[src/logic/tcsr_pkg.sv]
package tcsr_pkg;

  // ----------------------------------------------------------------------
  // Register map and field layout
  // ----------------------------------------------------------------------
  localparam logic [11:0] TCSR_SETUP_OFS = 12'h000;
  localparam logic [11:0] TCSR_CMD_OFS = 12'h004;
  localparam logic [11:0] TCSR_STATUS_OFS = 12'h008;
  localparam logic [31:0] TCSR_SETUP_RESET = 32'h0000_0000;
  localparam logic [31:0] TCSR_SETUP_WMASK = 32'h3F03_6FFB;
  localparam int TCSR_CMD_START_BIT = 0;
  localparam int TCSR_CMD_STOP_BIT = 1;
  localparam int TCSR_ST_RUN_BIT = 0;
  localparam int TCSR_ST_DIR_BIT = 1;
  localparam int TCSR_ST_TOPBV_BIT = 2;
  localparam int TCSR_ST_BV_LSB = 8;
  localparam int TCSR_ST_ICV_LSB = 16;
  localparam int TCSR_ST_POL_LSB = 24;
  localparam logic [3:0] TCSR_DIV_MAX = 4'hA;
  localparam int TCSR_DIV_W = 10;
  localparam int TCSR_CHANNELS = 4;
  localparam logic [1:0] TCSR_RESP_OKAY = 2'h0;
  localparam logic [1:0] TCSR_RESP_SLVERR = 2'h2;
  localparam logic [4:0] TCSR_PIN_RESET = 5'h00;

  // ----------------------------------------------------------------------
  // Encodings
  // ----------------------------------------------------------------------
  typedef enum logic [1:0] {
    TCSR_ACT_NONE = 2'h0,
    TCSR_ACT_START = 2'h1,
    TCSR_ACT_STOP = 2'h2,
    TCSR_ACT_RELOAD_THEN_RUN = 2'h3
  } tcsr_action_e;

  localparam logic [1:0] TCSR_SRC_DIVIDED = 2'h0;
  localparam logic [1:0] TCSR_SRC_CHANNEL1_INPUT = 2'h1;
  localparam logic [1:0] TCSR_SRC_NEIGHBOUR_WRAP = 2'h2;
  localparam logic [1:0] TCSR_MODE_UP = 2'h0;
  localparam logic [1:0] TCSR_MODE_QUAD = 2'h3;
  localparam logic [1:0] TCSR_FN_OFF = 2'h0;
  localparam logic [1:0] TCSR_FN_CAPTURE = 2'h1;
  localparam logic [1:0] TCSR_FN_COMPARE = 2'h2;
  localparam logic [1:0] TCSR_FN_PWM = 2'h3;

  typedef enum logic [1:0] {
    TCSR_IDLE = 2'b01,
    TCSR_RUN = 2'b10
  } tcsr_run_e;

  // ----------------------------------------------------------------------
  // Carriers
  // ----------------------------------------------------------------------
  typedef struct packed {
    logic [1:0] rsvd_31_30;
    logic reload_sets_initial;
    logic always_track;
    logic [3:0] clock_divide_select;
    logic [5:0] rsvd_23_18;
    logic [1:0] count_clock_source;
    logic rsvd_15;
    logic peer_command_out_block;
    logic double_count;
    logic rsvd_12;
    tcsr_action_e falling_edge_action;
    tcsr_action_e rising_edge_action;
    logic dma_req_clear_on_channel_active;
    logic run_during_halt;
    logic quad_resolution_select;
    logic single_pass_enable;
    logic peer_command_follow;
    logic rsvd_2;
    logic [1:0] count_mode;
  } tcsr_setup_s;

  typedef struct packed {
    logic reload;
    logic stop;
    logic start;
  } tcsr_peer_s;

endpackage

[src/logic/tcsr_timer_control_status_regs.sv]
// Added by the designer: the AXI4-Lite register port.
`timescale 1ns/1ps
module tcsr_timer_control_status_regs (
  // Clock and reset
  input wire logic aclk,
  input wire logic aresetn,
  // AXI4-Lite register slave
  input wire logic [11:0] awaddr,
  input wire logic awvalid,
  output logic awready,
  input wire logic [31:0] wdata,
  input wire logic [3:0] wstrb,
  input wire logic wvalid,
  output logic wready,
  output logic [1:0] bresp,
  output logic bvalid,
  input wire logic bready,
  input wire logic [11:0] araddr,
  input wire logic arvalid,
  output logic arready,
  output logic [31:0] rdata,
  output logic [1:0] rresp,
  output logic rvalid,
  input wire logic rready,
  // Asynchronous pins
  input wire logic timer_input,
  input wire logic [3:0] chan_input,
  // Neighbouring timers
  input wire logic neighbour_wrap_clock,
  input wire tcsr_pkg::tcsr_peer_s peer_in,
  output tcsr_pkg::tcsr_peer_s peer_out,
  // Counter datapath
  input wire logic quad_count_tick,
  input wire logic counter_wrap,
  input wire logic count_dir,
  input wire logic top_buffer_valid,
  output logic count_step,
  output logic count_reload,
  output logic timer_running,
  output logic quad_resolution_x4,
  output tcsr_pkg::tcsr_setup_s setup_out,
  // Channel datapath
  input wire logic [3:0][1:0] channel_function_select,
  input wire logic [3:0] chan_mode_off_write,
  input wire logic [3:0] capture_event,
  input wire logic [3:0] capture_edge_falling,
  input wire logic [3:0] capture_queue_nonempty,
  input wire logic [3:0] chan_buffer_pending,
  // Debug and DMA
  input wire logic cpu_debug_halt,
  input wire logic dma_channel_active,
  output logic dma_req_clear
);
  import tcsr_pkg::*;

  // ----------------------------------------------------------------------
  // Declarations
  // ----------------------------------------------------------------------
  tcsr_setup_s setup;
  tcsr_run_e run_state;
  tcsr_run_e next_run_state;
  logic [4:0] pin_meta;
  logic [4:0] pin_sync;
  logic [4:0] pin_prev;
  logic [TCSR_DIV_W-1:0] div_cnt;
  logic [TCSR_DIV_W-1:0] div_mask;
  logic [TCSR_DIV_W:0] div_onehot;
  logic [3:0] div_code;
  logic divided_tick;
  logic src_tick;
  logic frozen;
  logic timer_rise;
  logic timer_fall;
  logic ch1_rise;
  tcsr_peer_s sw_cmd;
  tcsr_peer_s edge_cmd;
  tcsr_peer_s own_cmd;
  tcsr_peer_s all_cmd;
  logic [3:0] pol;
  logic [3:0] icv;
  logic [3:0] bufv;
  logic aw_held;
  logic w_held;
  logic [11:0] aw_addr_q;
  logic [31:0] w_data_q;
  logic [3:0] w_strb_q;
  logic wr_fire;
  logic [31:0] next_setup;
  logic [31:0] status_word;
  logic [31:0] rd_word;
  logic rd_hit;

  function automatic tcsr_peer_s act_decode(input tcsr_action_e act);
    tcsr_peer_s c;
    c = '0;
    case (act)
      TCSR_ACT_START: c.start = 1'b1;
      TCSR_ACT_STOP: c.stop = 1'b1;
      TCSR_ACT_RELOAD_THEN_RUN: begin
        c.reload = 1'b1;
        c.start = 1'b1;
      end
      default: c = '0;
    endcase
    return c;
  endfunction

  // ----------------------------------------------------------------------
  // Pin synchronisers and edge detection
  // ----------------------------------------------------------------------
  always_ff @(posedge aclk) begin
    if (!aresetn) begin
      pin_meta <= TCSR_PIN_RESET;
      pin_sync <= TCSR_PIN_RESET;
      pin_prev <= TCSR_PIN_RESET;
    end else begin
      pin_meta <= {chan_input, timer_input};
      pin_sync <= pin_meta;
      pin_prev <= pin_sync;
    end
  end

  assign timer_rise = pin_sync[0] & ~pin_prev[0];
  assign timer_fall = ~pin_sync[0] & pin_prev[0];
  assign ch1_rise = pin_sync[2] & ~pin_prev[2];

  // ----------------------------------------------------------------------
  // Prescaler and count clock selection
  // ----------------------------------------------------------------------
  // Codes above the largest divider are clamped rather than wrapped, so a
  // stray code cannot speed the counter up.
  assign div_code = (setup.clock_divide_select > TCSR_DIV_MAX) ?
                    TCSR_DIV_MAX : setup.clock_divide_select;
  assign div_onehot = (TCSR_DIV_W+1)'(1) << div_code;
  assign div_mask = div_onehot[TCSR_DIV_W-1:0] - TCSR_DIV_W'(1);
  assign divided_tick = (div_cnt & div_mask) == div_mask;

  always_ff @(posedge aclk) begin
    if (!aresetn) begin
      div_cnt <= '0;
    end else begin
      div_cnt <= div_cnt + TCSR_DIV_W'(1);
    end
  end

  always_comb begin
    src_tick = 1'b0;
    if (setup.count_mode == TCSR_MODE_QUAD) begin
      src_tick = quad_count_tick;
    end else begin
      case (setup.count_clock_source)
        TCSR_SRC_DIVIDED: src_tick = divided_tick;
        TCSR_SRC_CHANNEL1_INPUT: src_tick = ch1_rise;
        TCSR_SRC_NEIGHBOUR_WRAP: src_tick = neighbour_wrap_clock;
        default: src_tick = 1'b0;
      endcase
    end
  end

  assign frozen = cpu_debug_halt & ~setup.run_during_halt;

  // ----------------------------------------------------------------------
  // Start, stop and reload commands
  // ----------------------------------------------------------------------
  always_comb begin
    sw_cmd = '0;
    if (wr_fire && aw_addr_q == TCSR_CMD_OFS && w_strb_q[0]) begin
      sw_cmd.start = w_data_q[TCSR_CMD_START_BIT];
      sw_cmd.stop = w_data_q[TCSR_CMD_STOP_BIT];
    end
  end

  always_comb begin
    edge_cmd = '0;
    if (timer_fall) begin
      edge_cmd = act_decode(setup.falling_edge_action);
    end else if (timer_rise) begin
      edge_cmd = act_decode(setup.rising_edge_action);
    end
  end

  assign own_cmd = sw_cmd | edge_cmd;
  // Commands taken from peers are not sent on, so a ring of timers that
  // follow each other cannot circulate a command forever.
  assign all_cmd = own_cmd | (setup.peer_command_follow ? peer_in : '0);

  // Stop wins over start when both arrive together; a start beats the
  // single-pass stop so a restart at the wrap is not lost.
  always_comb begin
    next_run_state = run_state;
    case (run_state)
      TCSR_IDLE: begin
        if (all_cmd.start && !all_cmd.stop) begin
          next_run_state = TCSR_RUN;
        end
      end
      TCSR_RUN: begin
        if (all_cmd.stop) begin
          next_run_state = TCSR_IDLE;
        end else if (all_cmd.start) begin
          next_run_state = TCSR_RUN;
        end else if (counter_wrap && setup.single_pass_enable) begin
          next_run_state = TCSR_IDLE;
        end
      end
      default: next_run_state = TCSR_IDLE;
    endcase
  end

  always_ff @(posedge aclk) begin
    if (!aresetn) begin
      run_state <= TCSR_IDLE;
    end else begin
      run_state <= next_run_state;
    end
  end

  always_ff @(posedge aclk) begin
    if (!aresetn) begin
      count_step <= 1'b0;
      count_reload <= 1'b0;
      peer_out <= '0;
      dma_req_clear <= 1'b0;
    end else begin
      count_step <= (run_state == TCSR_RUN) && !frozen && src_tick;
      count_reload <= all_cmd.reload;
      peer_out <= setup.peer_command_out_block ? '0 : own_cmd;
      dma_req_clear <= setup.dma_req_clear_on_channel_active &
                       dma_channel_active;
    end
  end

  assign timer_running = (run_state == TCSR_RUN);
  assign quad_resolution_x4 = setup.quad_resolution_select;
  assign setup_out = setup;

  // ----------------------------------------------------------------------
  // Per-channel status
  // ----------------------------------------------------------------------
  for (genvar i = 0; i < TCSR_CHANNELS; i++) begin : g_chan
    logic is_cap;
    logic is_cmp;
    assign is_cap = channel_function_select[i] == TCSR_FN_CAPTURE;
    assign is_cmp = channel_function_select[i] == TCSR_FN_COMPARE ||
                    channel_function_select[i] == TCSR_FN_PWM;

    always_ff @(posedge aclk) begin
      if (!aresetn) begin
        pol[i] <= 1'b0;
      end else if (is_cap && capture_event[i]) begin
        pol[i] <= capture_edge_falling[i];
      end else if (chan_mode_off_write[i]) begin
        pol[i] <= 1'b0;
      end else if (is_cmp || (setup.always_track && is_cap)) begin
        pol[i] <= pin_sync[i+1];
      end
    end

    always_ff @(posedge aclk) begin
      if (!aresetn) begin
        icv[i] <= 1'b0;
        bufv[i] <= 1'b0;
      end else begin
        icv[i] <= is_cap && capture_queue_nonempty[i] &&
                  !chan_mode_off_write[i];
        bufv[i] <= is_cmp && chan_buffer_pending[i] &&
                   !chan_mode_off_write[i];
      end
    end
  end

  always_comb begin
    status_word = '0;
    status_word[TCSR_ST_POL_LSB +: TCSR_CHANNELS] = pol;
    status_word[TCSR_ST_ICV_LSB +: TCSR_CHANNELS] = icv;
    status_word[TCSR_ST_BV_LSB +: TCSR_CHANNELS] = bufv;
    status_word[TCSR_ST_TOPBV_BIT] = top_buffer_valid;
    status_word[TCSR_ST_DIR_BIT] = count_dir;
    status_word[TCSR_ST_RUN_BIT] = timer_running;
  end

  // ----------------------------------------------------------------------
  // AXI4-Lite write channel
  // ----------------------------------------------------------------------
  assign awready = !aw_held && !bvalid;
  assign wready = !w_held && !bvalid;
  assign wr_fire = aw_held && w_held && !bvalid;

  always_ff @(posedge aclk) begin
    if (!aresetn) begin
      aw_held <= 1'b0;
      w_held <= 1'b0;
      aw_addr_q <= '0;
      w_data_q <= '0;
      w_strb_q <= '0;
    end else begin
      if (awvalid && awready) begin
        aw_held <= 1'b1;
        aw_addr_q <= {awaddr[11:2], 2'b00};
      end else if (wr_fire) begin
        aw_held <= 1'b0;
      end
      if (wvalid && wready) begin
        w_held <= 1'b1;
        w_data_q <= wdata;
        w_strb_q <= wstrb;
      end else if (wr_fire) begin
        w_held <= 1'b0;
      end
    end
  end

  always_comb begin
    next_setup = setup;
    for (int b = 0; b < 4; b++) begin
      if (w_strb_q[b]) begin
        next_setup[b*8 +: 8] = w_data_q[b*8 +: 8];
      end
    end
    next_setup = next_setup & TCSR_SETUP_WMASK;
  end

  always_ff @(posedge aclk) begin
    if (!aresetn) begin
      setup <= tcsr_setup_s'(TCSR_SETUP_RESET);
      bvalid <= 1'b0;
      bresp <= TCSR_RESP_OKAY;
    end else begin
      if (wr_fire) begin
        if (aw_addr_q == TCSR_SETUP_OFS) begin
          setup <= tcsr_setup_s'(next_setup);
        end
        bvalid <= 1'b1;
        bresp <= (aw_addr_q == TCSR_SETUP_OFS ||
                  aw_addr_q == TCSR_CMD_OFS ||
                  aw_addr_q == TCSR_STATUS_OFS) ?
                 TCSR_RESP_OKAY : TCSR_RESP_SLVERR;
      end else if (bready) begin
        bvalid <= 1'b0;
      end
    end
  end

  // ----------------------------------------------------------------------
  // AXI4-Lite read channel
  // ----------------------------------------------------------------------
  assign arready = !rvalid;

  always_comb begin
    rd_word = '0;
    rd_hit = 1'b1;
    case ({araddr[11:2], 2'b00})
      TCSR_SETUP_OFS: rd_word = setup;
      TCSR_CMD_OFS: rd_word = '0;
      TCSR_STATUS_OFS: rd_word = status_word;
      default: rd_hit = 1'b0;
    endcase
  end

  always_ff @(posedge aclk) begin
    if (!aresetn) begin
      rvalid <= 1'b0;
      rdata <= '0;
      rresp <= TCSR_RESP_OKAY;
    end else if (arvalid && arready) begin
      rvalid <= 1'b1;
      rdata <= rd_word;
      rresp <= rd_hit ? TCSR_RESP_OKAY : TCSR_RESP_SLVERR;
    end else if (rready) begin
      rvalid <= 1'b0;
    end
  end

endmodule

[config.mk]
export PLATFORM = sky130hd
export DESIGN_NAME = tcsr_timer_control_status_regs
export DESIGN_NICKNAME = d
export VERILOG_FILES = /design/src/logic/tcsr_pkg.sv /design/src/logic/tcsr_timer_control_status_regs.sv
export SDC_FILE = /design/constraint.sdc
export NUM_CORES = 1
export LEC_CHECK = 0
export BUFFER_PORTS_ARGS = -buffer_cell sky130_fd_sc_hd__buf_2
export CORE_ASPECT_RATIO = 0.9
export CORE_MARGIN = 4
export CORE_UTILIZATION = 35
export CTS_CLUSTER_SIZE = 24
export DETAILED_ROUTE_END_ITERATION = 8
export GPL_TIMING_DRIVEN = 0
export PLACE_DENSITY_LB_ADDON = 0.2
export SYNTH_ARGS = -nofsm -noshare
export SYNTH_HDL_FRONTEND = slang
export SYNTH_SLANG_ARGS = --single-unit
export TNS_END_PERCENT = 10
[constraint.sdc]
create_clock -name aclk -period 2.1 [get_ports aclk]
set_clock_uncertainty 0.05 [all_clocks]
set_input_delay 0.42 -clock aclk [delete_from_list [all_inputs] [get_ports aclk]]
set_output_delay 0.42 -clock aclk [all_outputs]
set_load 0.03 [all_outputs]
==> results.md, run 1 <==
- The starting density of the core is 35.6%.
- The combinational family with the most area after synthesis is simple AND/OR/NAND/NOR gates.
- The critical path is of the reg -> reg type.
- Of all nets on the critical path, the largest fanout is 4.
- For the final routed database, the setup TNS stands at -28.1 ps.
- The number of nets at the end of the flow is 914.
- Counting along the longest clock path gives a buffer depth of 2.
- The via count of the first global-routing pass is 4712.
- The global router's overall resource usage is 17.8%.
- The analysis attributes to cell leakage a power of 0.00320 uW.
- The total power is 6130 uW.
- TritonCTS built the clock tree.
- The post-detailed-route wirelength per cell is 15.8 um.
- The maximum level of the CTS H-tree is 4.
- A synthesized cell averages 8.99 um^2.
- The start point of the critical path is aw_addr_q[8].
- The number of placed instances, taps included is 982.
- Using the TritonRoute via totals, the vias-per-cell ratio works out to 4.74.
- In the routed design, unresolved DRC markers number 0.
- Setup repair after global routing could not meet its margin everywhere.
- The setup slack on the worst flop-to-flop path is -10 ps.
- The number of violations of the max-capacitance limit is 0.
- In this run, synthesis produced a sequential element count of 128.
- The count of cell types in the netlist is 50.
- The first-pass GRT wire length is 24500 um.
- The die extent in x is 140 um.
- The final count of pins violating max slew is 0.
- The start of the worst register-to-register path is aw_addr_q[8].
- In the synthesized netlist the async set-or-reset flop fraction comes to 0%.
- The last element of the critical path is run_state[0].
- The kind of launch point of the worst setup path is a flop.
- The path class of the tightest hold or removal check is in -> reg.
- The count of filler cells inserted in the layout is 1509.
- In this run, synthesis inferred 0 flip-flops with an integrated enable.
- The root buffer cell chosen for the clock tree is sky130_fd_sc_hd__clkbuf_16.
- For the finished layout, the period the worst path requires is 2110 ps.
- Counting instances in the post-synthesis netlist gives the leading cell types as 128 x sky130_fd_sc_hd__dfxtp_1, 106 x sky130_fd_sc_hd__nand2_1, 47 x sky130_fd_sc_hd__nor2b_1, 44 x sky130_fd_sc_hd__a21boi_0, 28 x sky130_fd_sc_hd__mux2i_1.
- Summing all multi-input logic gate instances after layout gives 2690 um^2.
- The flow ran to the end, but the final reports show violations.
- The clock slew seen by the registers of the worst setup and hold paths is 60 ps.
- Routability-driven placement finished with a final weighted congestion of 0.813.
- For this run, the detailed router's first-pass iteration total came to 4.
- The final antenna diode count is 0.
- Summing the areas of all compound-gate instances in the mapped netlist gives 14.8% of the synthesized area.
- Clock tree synthesis found a total of 128 sinks.
- Across all layers, the routed design uses 4809 vias.
- Buffers placed on the I/O ports in this run total 153.
- After the first detailed-routing iteration, the DRC count stood at 194.
- The proportion of layout cells with a drive suffix above 1 is 27.8%.
- The final-report hold violation count came to 0.
- The remaining number of nets flagged by the antenna check after routing is 0.
- The die boundary height is 126 um.
- Setup violations remaining at the end of the flow were counted as 2.
- Summed over all layers, the routed wires come to 16100 um.
- The worst path uses 101% of the clock period.
- Across all setup checks in the final design, the least slack found is -14.8 ps.
- The die footprint is 17700 um^2.
- Yosys instantiated no cell more often than sky130_fd_sc_hd__dfxtp_1.
- The synthesis warning total is 0.
- The dominant cell type by area after synthesis is sky130_fd_sc_hd__dfxtp_1.
- The post-DP HPWL is 12100 um.
- The number of cells on the worst reg-to-reg path is 5.
- The initial antenna violation count is 1.
- After synthesis, the cell types taking the most area are sky130_fd_sc_hd__dfxtp_1 47%, sky130_fd_sc_hd__nand2_1 7.3%, sky130_fd_sc_hd__a21boi_0 6.1%.
- The power per unit of standard cell area is 849 nW/um^2.
- Derived from the worst setup path, the maximum achievable clock frequency is 473 MHz.
- The worst path required time is 2300 ps.
- Among all flip-flop cells after synthesis, the most frequent one is sky130_fd_sc_hd__dfxtp_1.
- Multiplexer cells account for 5.14% of the synthesized area.
- The portion of the post-synthesis area used by sequential elements is 47.0%.
- The checks that failed: setup timing.
- The synthesized netlist devotes 25.0% of its cell area to simple gates.
- The worst setup path is captured at a flop.
- In the final layout, flip-flops and latches occupy 2560 um^2.
- In this run, CTS created clock tree buffers numbering 17.
- The worst voltage drop across the vdd grid is 0.000599 V.
- Synthesis produced 607 cells.
- The top cell type by area accounts for 47.0% of the synthesized area.
- The measured slew at the worst slew-check pin is 794 ps.
- In this run the cell area of the synthesized design comes to 5460 um^2.
- During I/O placement, the number of pins put on the boundary was 191.
- The area growth from synthesis to layout is 32.3%.
- The endpoint of the worst-slack reg-to-reg timing path is run_state[0].
- The placeable core region is 15300 um^2.
- The source-to-sink clock delay at the later pin of the worst-skew pair is 410 ps.
- At the worst endpoint, the arrival time is 2320 ps.
- Headroom to the max-slew limit came out at 47.1%.
- The number of rows created at floorplan is 43.
- Across all hold checks on the routed design, the worst slack comes to 165 ps.
- The xor/xnor cell area share of the yosys netlist is 1.28%.
- The area share of fa/ha/maj cells after synthesis is 0.917%.
- The number of hold buffers added after cts is 0.
- The final non-filler cell total is 1015.
- The total overflow left after global routing is 0.
- The pin count of the biggest net entering global routing is 17.
-- placed cells by master, fill, tap and decap left out, drive strengths merged, types with 5 or more instances in the layout --
cell type	instances
buf	177
dfxtp	128
nand2	108
a21boi	51
clkbuf	49
nor2b	47
mux2i	28
and2	24
a21oi	21
conb	21
nor3	18
nand3	14
and3	14
inv	12
nor2	12
a22oi	10
xnor2	6
o21ai	6
a211oi	5
nand2b	5
a31oi	5
-- critical path, cell delays in order, from the launching register on --
cell and delay, ps:
sky130_fd_sc_hd__dfxtp_1 310, sky130_fd_sc_hd__or4_4 590, sky130_fd_sc_hd__or4_4 570, sky130_fd_sc_hd__and3_4 200
sky130_fd_sc_hd__o22ai_2 140, sky130_fd_sc_hd__o221ai_2 100
-- per-layer routing --
metal	global-route usage (%)	routed length (um)
met1	22.9	7440
met4	6.95	367
met2	28.2	7360
met3	5.35	899
met5	0	13
-- cell type report --
| type | instances | area share, % |
|---|---|---|
| Multi-Input combinational cell | 437 | 37.2 |
| Buffer | 49 | 3.74 |
| Timing Repair Buffer | 155 | 10.9 |
| Inverter | 12 | 0.624 |
| Clock buffer | 22 | 6.71 |
| Sequential cell | 128 | 35.5 |
| Clock inverter | 10 | 1.84 |
| Tap cell | 202 | 3.50 |
-- flip-flops by register name, indices dropped and copies added, names as in the netlist, 3 cells and up --
| signal | cells |
|---|---|
| pin_meta | 5 |
| aw_addr_q | 10 |
| peer_out | 3 |
| setup_out | 20 |
| rdata | 24 |
| w_strb_q | 4 |
| div_cnt | 10 |
| icv | 4 |
| w_data_q | 21 |
| bufv | 4 |
| pol | 4 |
| pin_sync | 5 |
-- per-stage QoR --
stage	cell area [um^2]	setup WS, ps	util [%]
6_report	7220	-14.8	47.1
5_1_grt	7220	-45.3	47.1
4_1_cts	7180	-3.57	46.8
2_1_floorplan	5530	121	-
3_5_place_dp	6550	-229	42.7
3_3_place_gp	6550	-233	42.7
-- cells by family after synthesis --
logic type	Yosys count
mux	28
fa+ha+maj	4
xor+xnor	8
other cells	1
flops	128
simple gates	262
buf+inv	62
compound gates	114
-- worst min path at each step --
| stage | cells after the start | startpoint | to |
|---|---|---|---|
| global route | 2 | chan_input[1] | pin_meta[2] |
| global placement | 1 | pin_meta[0] | pin_sync[0] |
| CTS | 2 | chan_input[2] | pin_meta[3] |
| finish | 2 | chan_input[2] | pin_meta[3] |
| detailed placement | 1 | pin_meta[4] | pin_sync[4] |
| floorplan | 1 | pin_meta[0] | pin_sync[0] |
-- timing repair --
| action | 4_1_cts | 5_1_grt |
|---|---|---|
| setup endpoints to repair | 3 | 22 |
| setup buffers | 0 | 2 |
| pin swaps | 2 | 4 |
| gates resized for setup | 2 | 8 |
-- power breakdown --
part	internal [uW]	leakage (uW)	total [uW]	switching, uW
combinational	218	0.00186	540	322
sequential	2510	0.00104	2560	51.3
clock	1980	0.000298	3030	1050
total	4710	0.00320	6130	1420
No activity file was read; power rests on OpenSTA's default activity.
==> run 2, diff against run 1 <==
- CORE_MARGIN: 4 -> not set
==> run 2 against run 1 <==
The flow still finishes with violations (setup timing); cell count is essentially flat; sequential share of layout area grew 0.19 points; total power shrank 6.0%; worst hold slack got worse by 5.4 ps; register-to-register slack is essentially flat; wire length shrank 3.7%.
==> results.md, run 2 (synthesis results as in run 1) <==
- The global router's overall resource usage is 20.0% (+2.2 points).
- TritonCTS built the clock tree.
- The maximum level of the CTS H-tree is 4 (unchanged).
- The power per unit of standard cell area is 803 nW/um^2 (-5.4%).
- The total clock buffers created by CTS is 17 (unchanged).
- The worst voltage drop across the vdd grid is 0.000593 V (-0.89%).
- The number of violations of the max-capacitance limit was 0 (unchanged).
- The tree is rooted in a sky130_fd_sc_hd__clkbuf_16.
- The checks that failed: setup timing.
- The share of power burned in combinational logic came to 9.5% (+0.7 points).
- The setup slack on the worst flop-to-flop path came to -1 ps (about the same).
- The source-to-sink clock delay at the later pin of the worst-skew pair is 420 ps (about the same).
- The clock slew seen by the registers of the worst setup and hold paths is 50 ps (about the same).
- The min-delay analysis places its worst path in the category in -> reg.
- The final count of pins violating max slew is 0 (unchanged).
- The starting density of the core is 36.4% (+0.85 points).
- The count of port buffers added during placement was 153 (unchanged).
- The number of flip-flops in the largest register was 24 (unchanged).
- The remaining number of nets flagged by the antenna check after routing is 0 (unchanged).
- The final weighted congestion of routability-driven global placement is 0.783 (-3.7%).
- The first-pass GRT wire length is 24200 um (-1.5%).
- The top cell types in the final layout, fill and taps aside, are 153 x sky130_fd_sc_hd__buf_2, 128 x sky130_fd_sc_hd__dfxtp_1, 106 x sky130_fd_sc_hd__nand2_1.
- The leakage power is 0.00318 uW (-0.48%).
- From synthesis to final layout, the design area changed by 31.5%.
- The first-iteration detailed-routing DRC count came to 183 (-5.7%).
- The overall via count from detail_route is 4828 (+0.40%).
- The total power is 5760 uW (-6.0%).
- The number of top-level pins is 191 (unchanged).
- The number of rows created at floorplan is 42 (-2.3%).
- The signal arrival time at the worst endpoint is 2310 ps (about the same).
- The number of placed instances, taps included is 978 (-0.41%).
- The maximum achievable frequency was 476 MHz (+0.63%).
- The final-report hold violation count is 0 (unchanged).
- The global route total overflow is 0 (unchanged).
- The via count of the first global-routing pass is 4754 (+0.89%).
- The type of the setup path with the least slack is reg -> reg.
- The final cycle utilization of the critical path is 100% (-0.63 points).
- The sequential cell area came to 2560 um^2 (about the same).
- The maximum clock path buffer count is 2 (unchanged).
- The via density per instance was 4.76 (+0.49%).
- The proportion of layout cells with a drive suffix above 1 is 27.8% (about the same).
- The number of hold buffers added after cts was 0 (unchanged).
- The post-detailed-route wirelength per cell is 15.3 um (-3.6%).
- The post-DP HPWL is 11700 um (-3.3%).
- The total of endpoints with negative setup slack in the final report is 1 (-1).
- The die footprint is 16100 um^2 (-8.8%).
- The wire length after detailed routing is 15500 um (-3.7%).
- The final antenna diode count is 0 (unchanged).
- The clock network power share came to 46.1% (-3.4 points).
- The final non-filler cell total is 1014 (-0.099%).
- The sequential share of power is 44.4% (+2.7 points).
- The number of nets at the end of the flow is 917 (+0.33%).
- The measured slew at the worst slew-check pin is 759 ps (-34.4 ps).
- The pin count of the biggest net entering global routing is 17 (unchanged).
- The placeable core region is 15000 um^2 (-2.3%).
- The post-route worst setup slack is -1.50 ps (+13.3 ps).
- The die extent in x is 134 um (-4.3%).
- The switching share of total power is 24.5% (+1.3 points).
- The die boundary height is 120 um (-4.7%).
- The count of clock tree sinks is 128 (unchanged).
- The largest fanout on the critical path came to 4 (unchanged).
- STA classifies the critical path startpoint as a flop.
- The count of filler cells inserted in the layout is 1489 (-1.3%).
- The initial antenna violation count is 0 (-1).
- The detailed-routing iteration count for the pre-antenna-repair pass is 6 (+2).
- STA classifies the critical path endpoint as a flop.
- Setup repair after global routing could not meet its margin everywhere.
- The post-route minimum period is 2100 ps (-13.3 ps).
- The count of unresolved DRC violations after routing came to 0 (unchanged).
- The cell internal power dissipation came to 4350 uW (-7.6%).
- The net switching power figure was 1410 uW (-0.71%).
- The worst hold path cell count is 2 (unchanged).
- rdata holds more flip-flops than any other register.
- The worst path required time is 2310 ps (about the same).
- The number of cell instances on the worst register-to-register path is 5 (unchanged).
- The most common cell after layout, fill and taps aside is sky130_fd_sc_hd__buf_2.
- The worst-case headroom to the max-slew limit is 49.1% (+2.0 points).
- The flow ran to the end, but the final reports show violations.
- The multi-input gate area in the final layout is 2700 um^2 (+0.51%).
-- run 2: changes by cell type in the layout (fill, tap and decap cells not counted), sizes merged --
cell / previous run / this run
bufinv: 3 / 0
clkinv: 4 / 7
buf: 177 / 180
-- run 2: critical path, cell delays in order, from the launching register on --
cell and delay, ps:
sky130_fd_sc_hd__dfxtp_1 310, sky130_fd_sc_hd__or4_4 560, sky130_fd_sc_hd__or4_4 550, sky130_fd_sc_hd__and3_4 200, sky130_fd_sc_hd__o22ai_2 160, sky130_fd_sc_hd__o221ai_2 120
-- run 2: timing repair --
item                                    CTS  global route
gates resized for setup                   3             9
pin swaps                                 2             5
buffers inserted                          1             3
endpoints found under the setup margin    2            22
gates cloned                              0             0
-- run 2: final cells by class --
class	instances	area share (%)
inverter	12	0.628
tap	198	3.45
timing repair buffer	157	11.1
buffer	50	3.84
clock inverter	10	0.855
clock buffer	22	6.75
sequential	128	35.7
multi-input combinational	437	37.6
-- run 2: per-stage QoR --
step                hold slack, ps  utilization (%)  instance area, um^2  setup slack [ps]  setup TNS (ps)
floorplan                      362                -                 5530               121               0
global placement               368             43.7                 6540              -226           -1220
detailed placement             370             43.7                 6540              -236           -1880
CTS                            148             47.5                 7120              5.70               0
global route                   147             47.9                 7170             -85.3           -85.9
finish                         160             47.9                 7170             -1.50           -1.50
-- run 2: power groups by stage --
stage / registers, uW / clock network [uW] / logic, uW
floorplan: 2610 / 0 / 330
global placement: 2610 / 0 / 518
detailed placement: 2610 / 0 / 530
CTS: 2560 / 2700 / 544
global route: 2570 / 2810 / 599
finish: 2560 / 2660 / 546
-- run 2: per-layer routing --
metal  routed length [um]  GRT usage, %
met1                 7000          24.2
met2                 7370          33.5
met3                  747          5.03
met4                  366          8.88
met5                    0             0
-- run 2: path summary, 6_finish.rpt --
check	from	end
worst max-delay path	aw_addr_q[5]	run_state[0]
worst min-delay path	chan_input[1]	pin_meta[2]
worst max register to register	aw_addr_q[5]	run_state[0]
worst min register to register	pin_meta[0]	pin_sync[0]
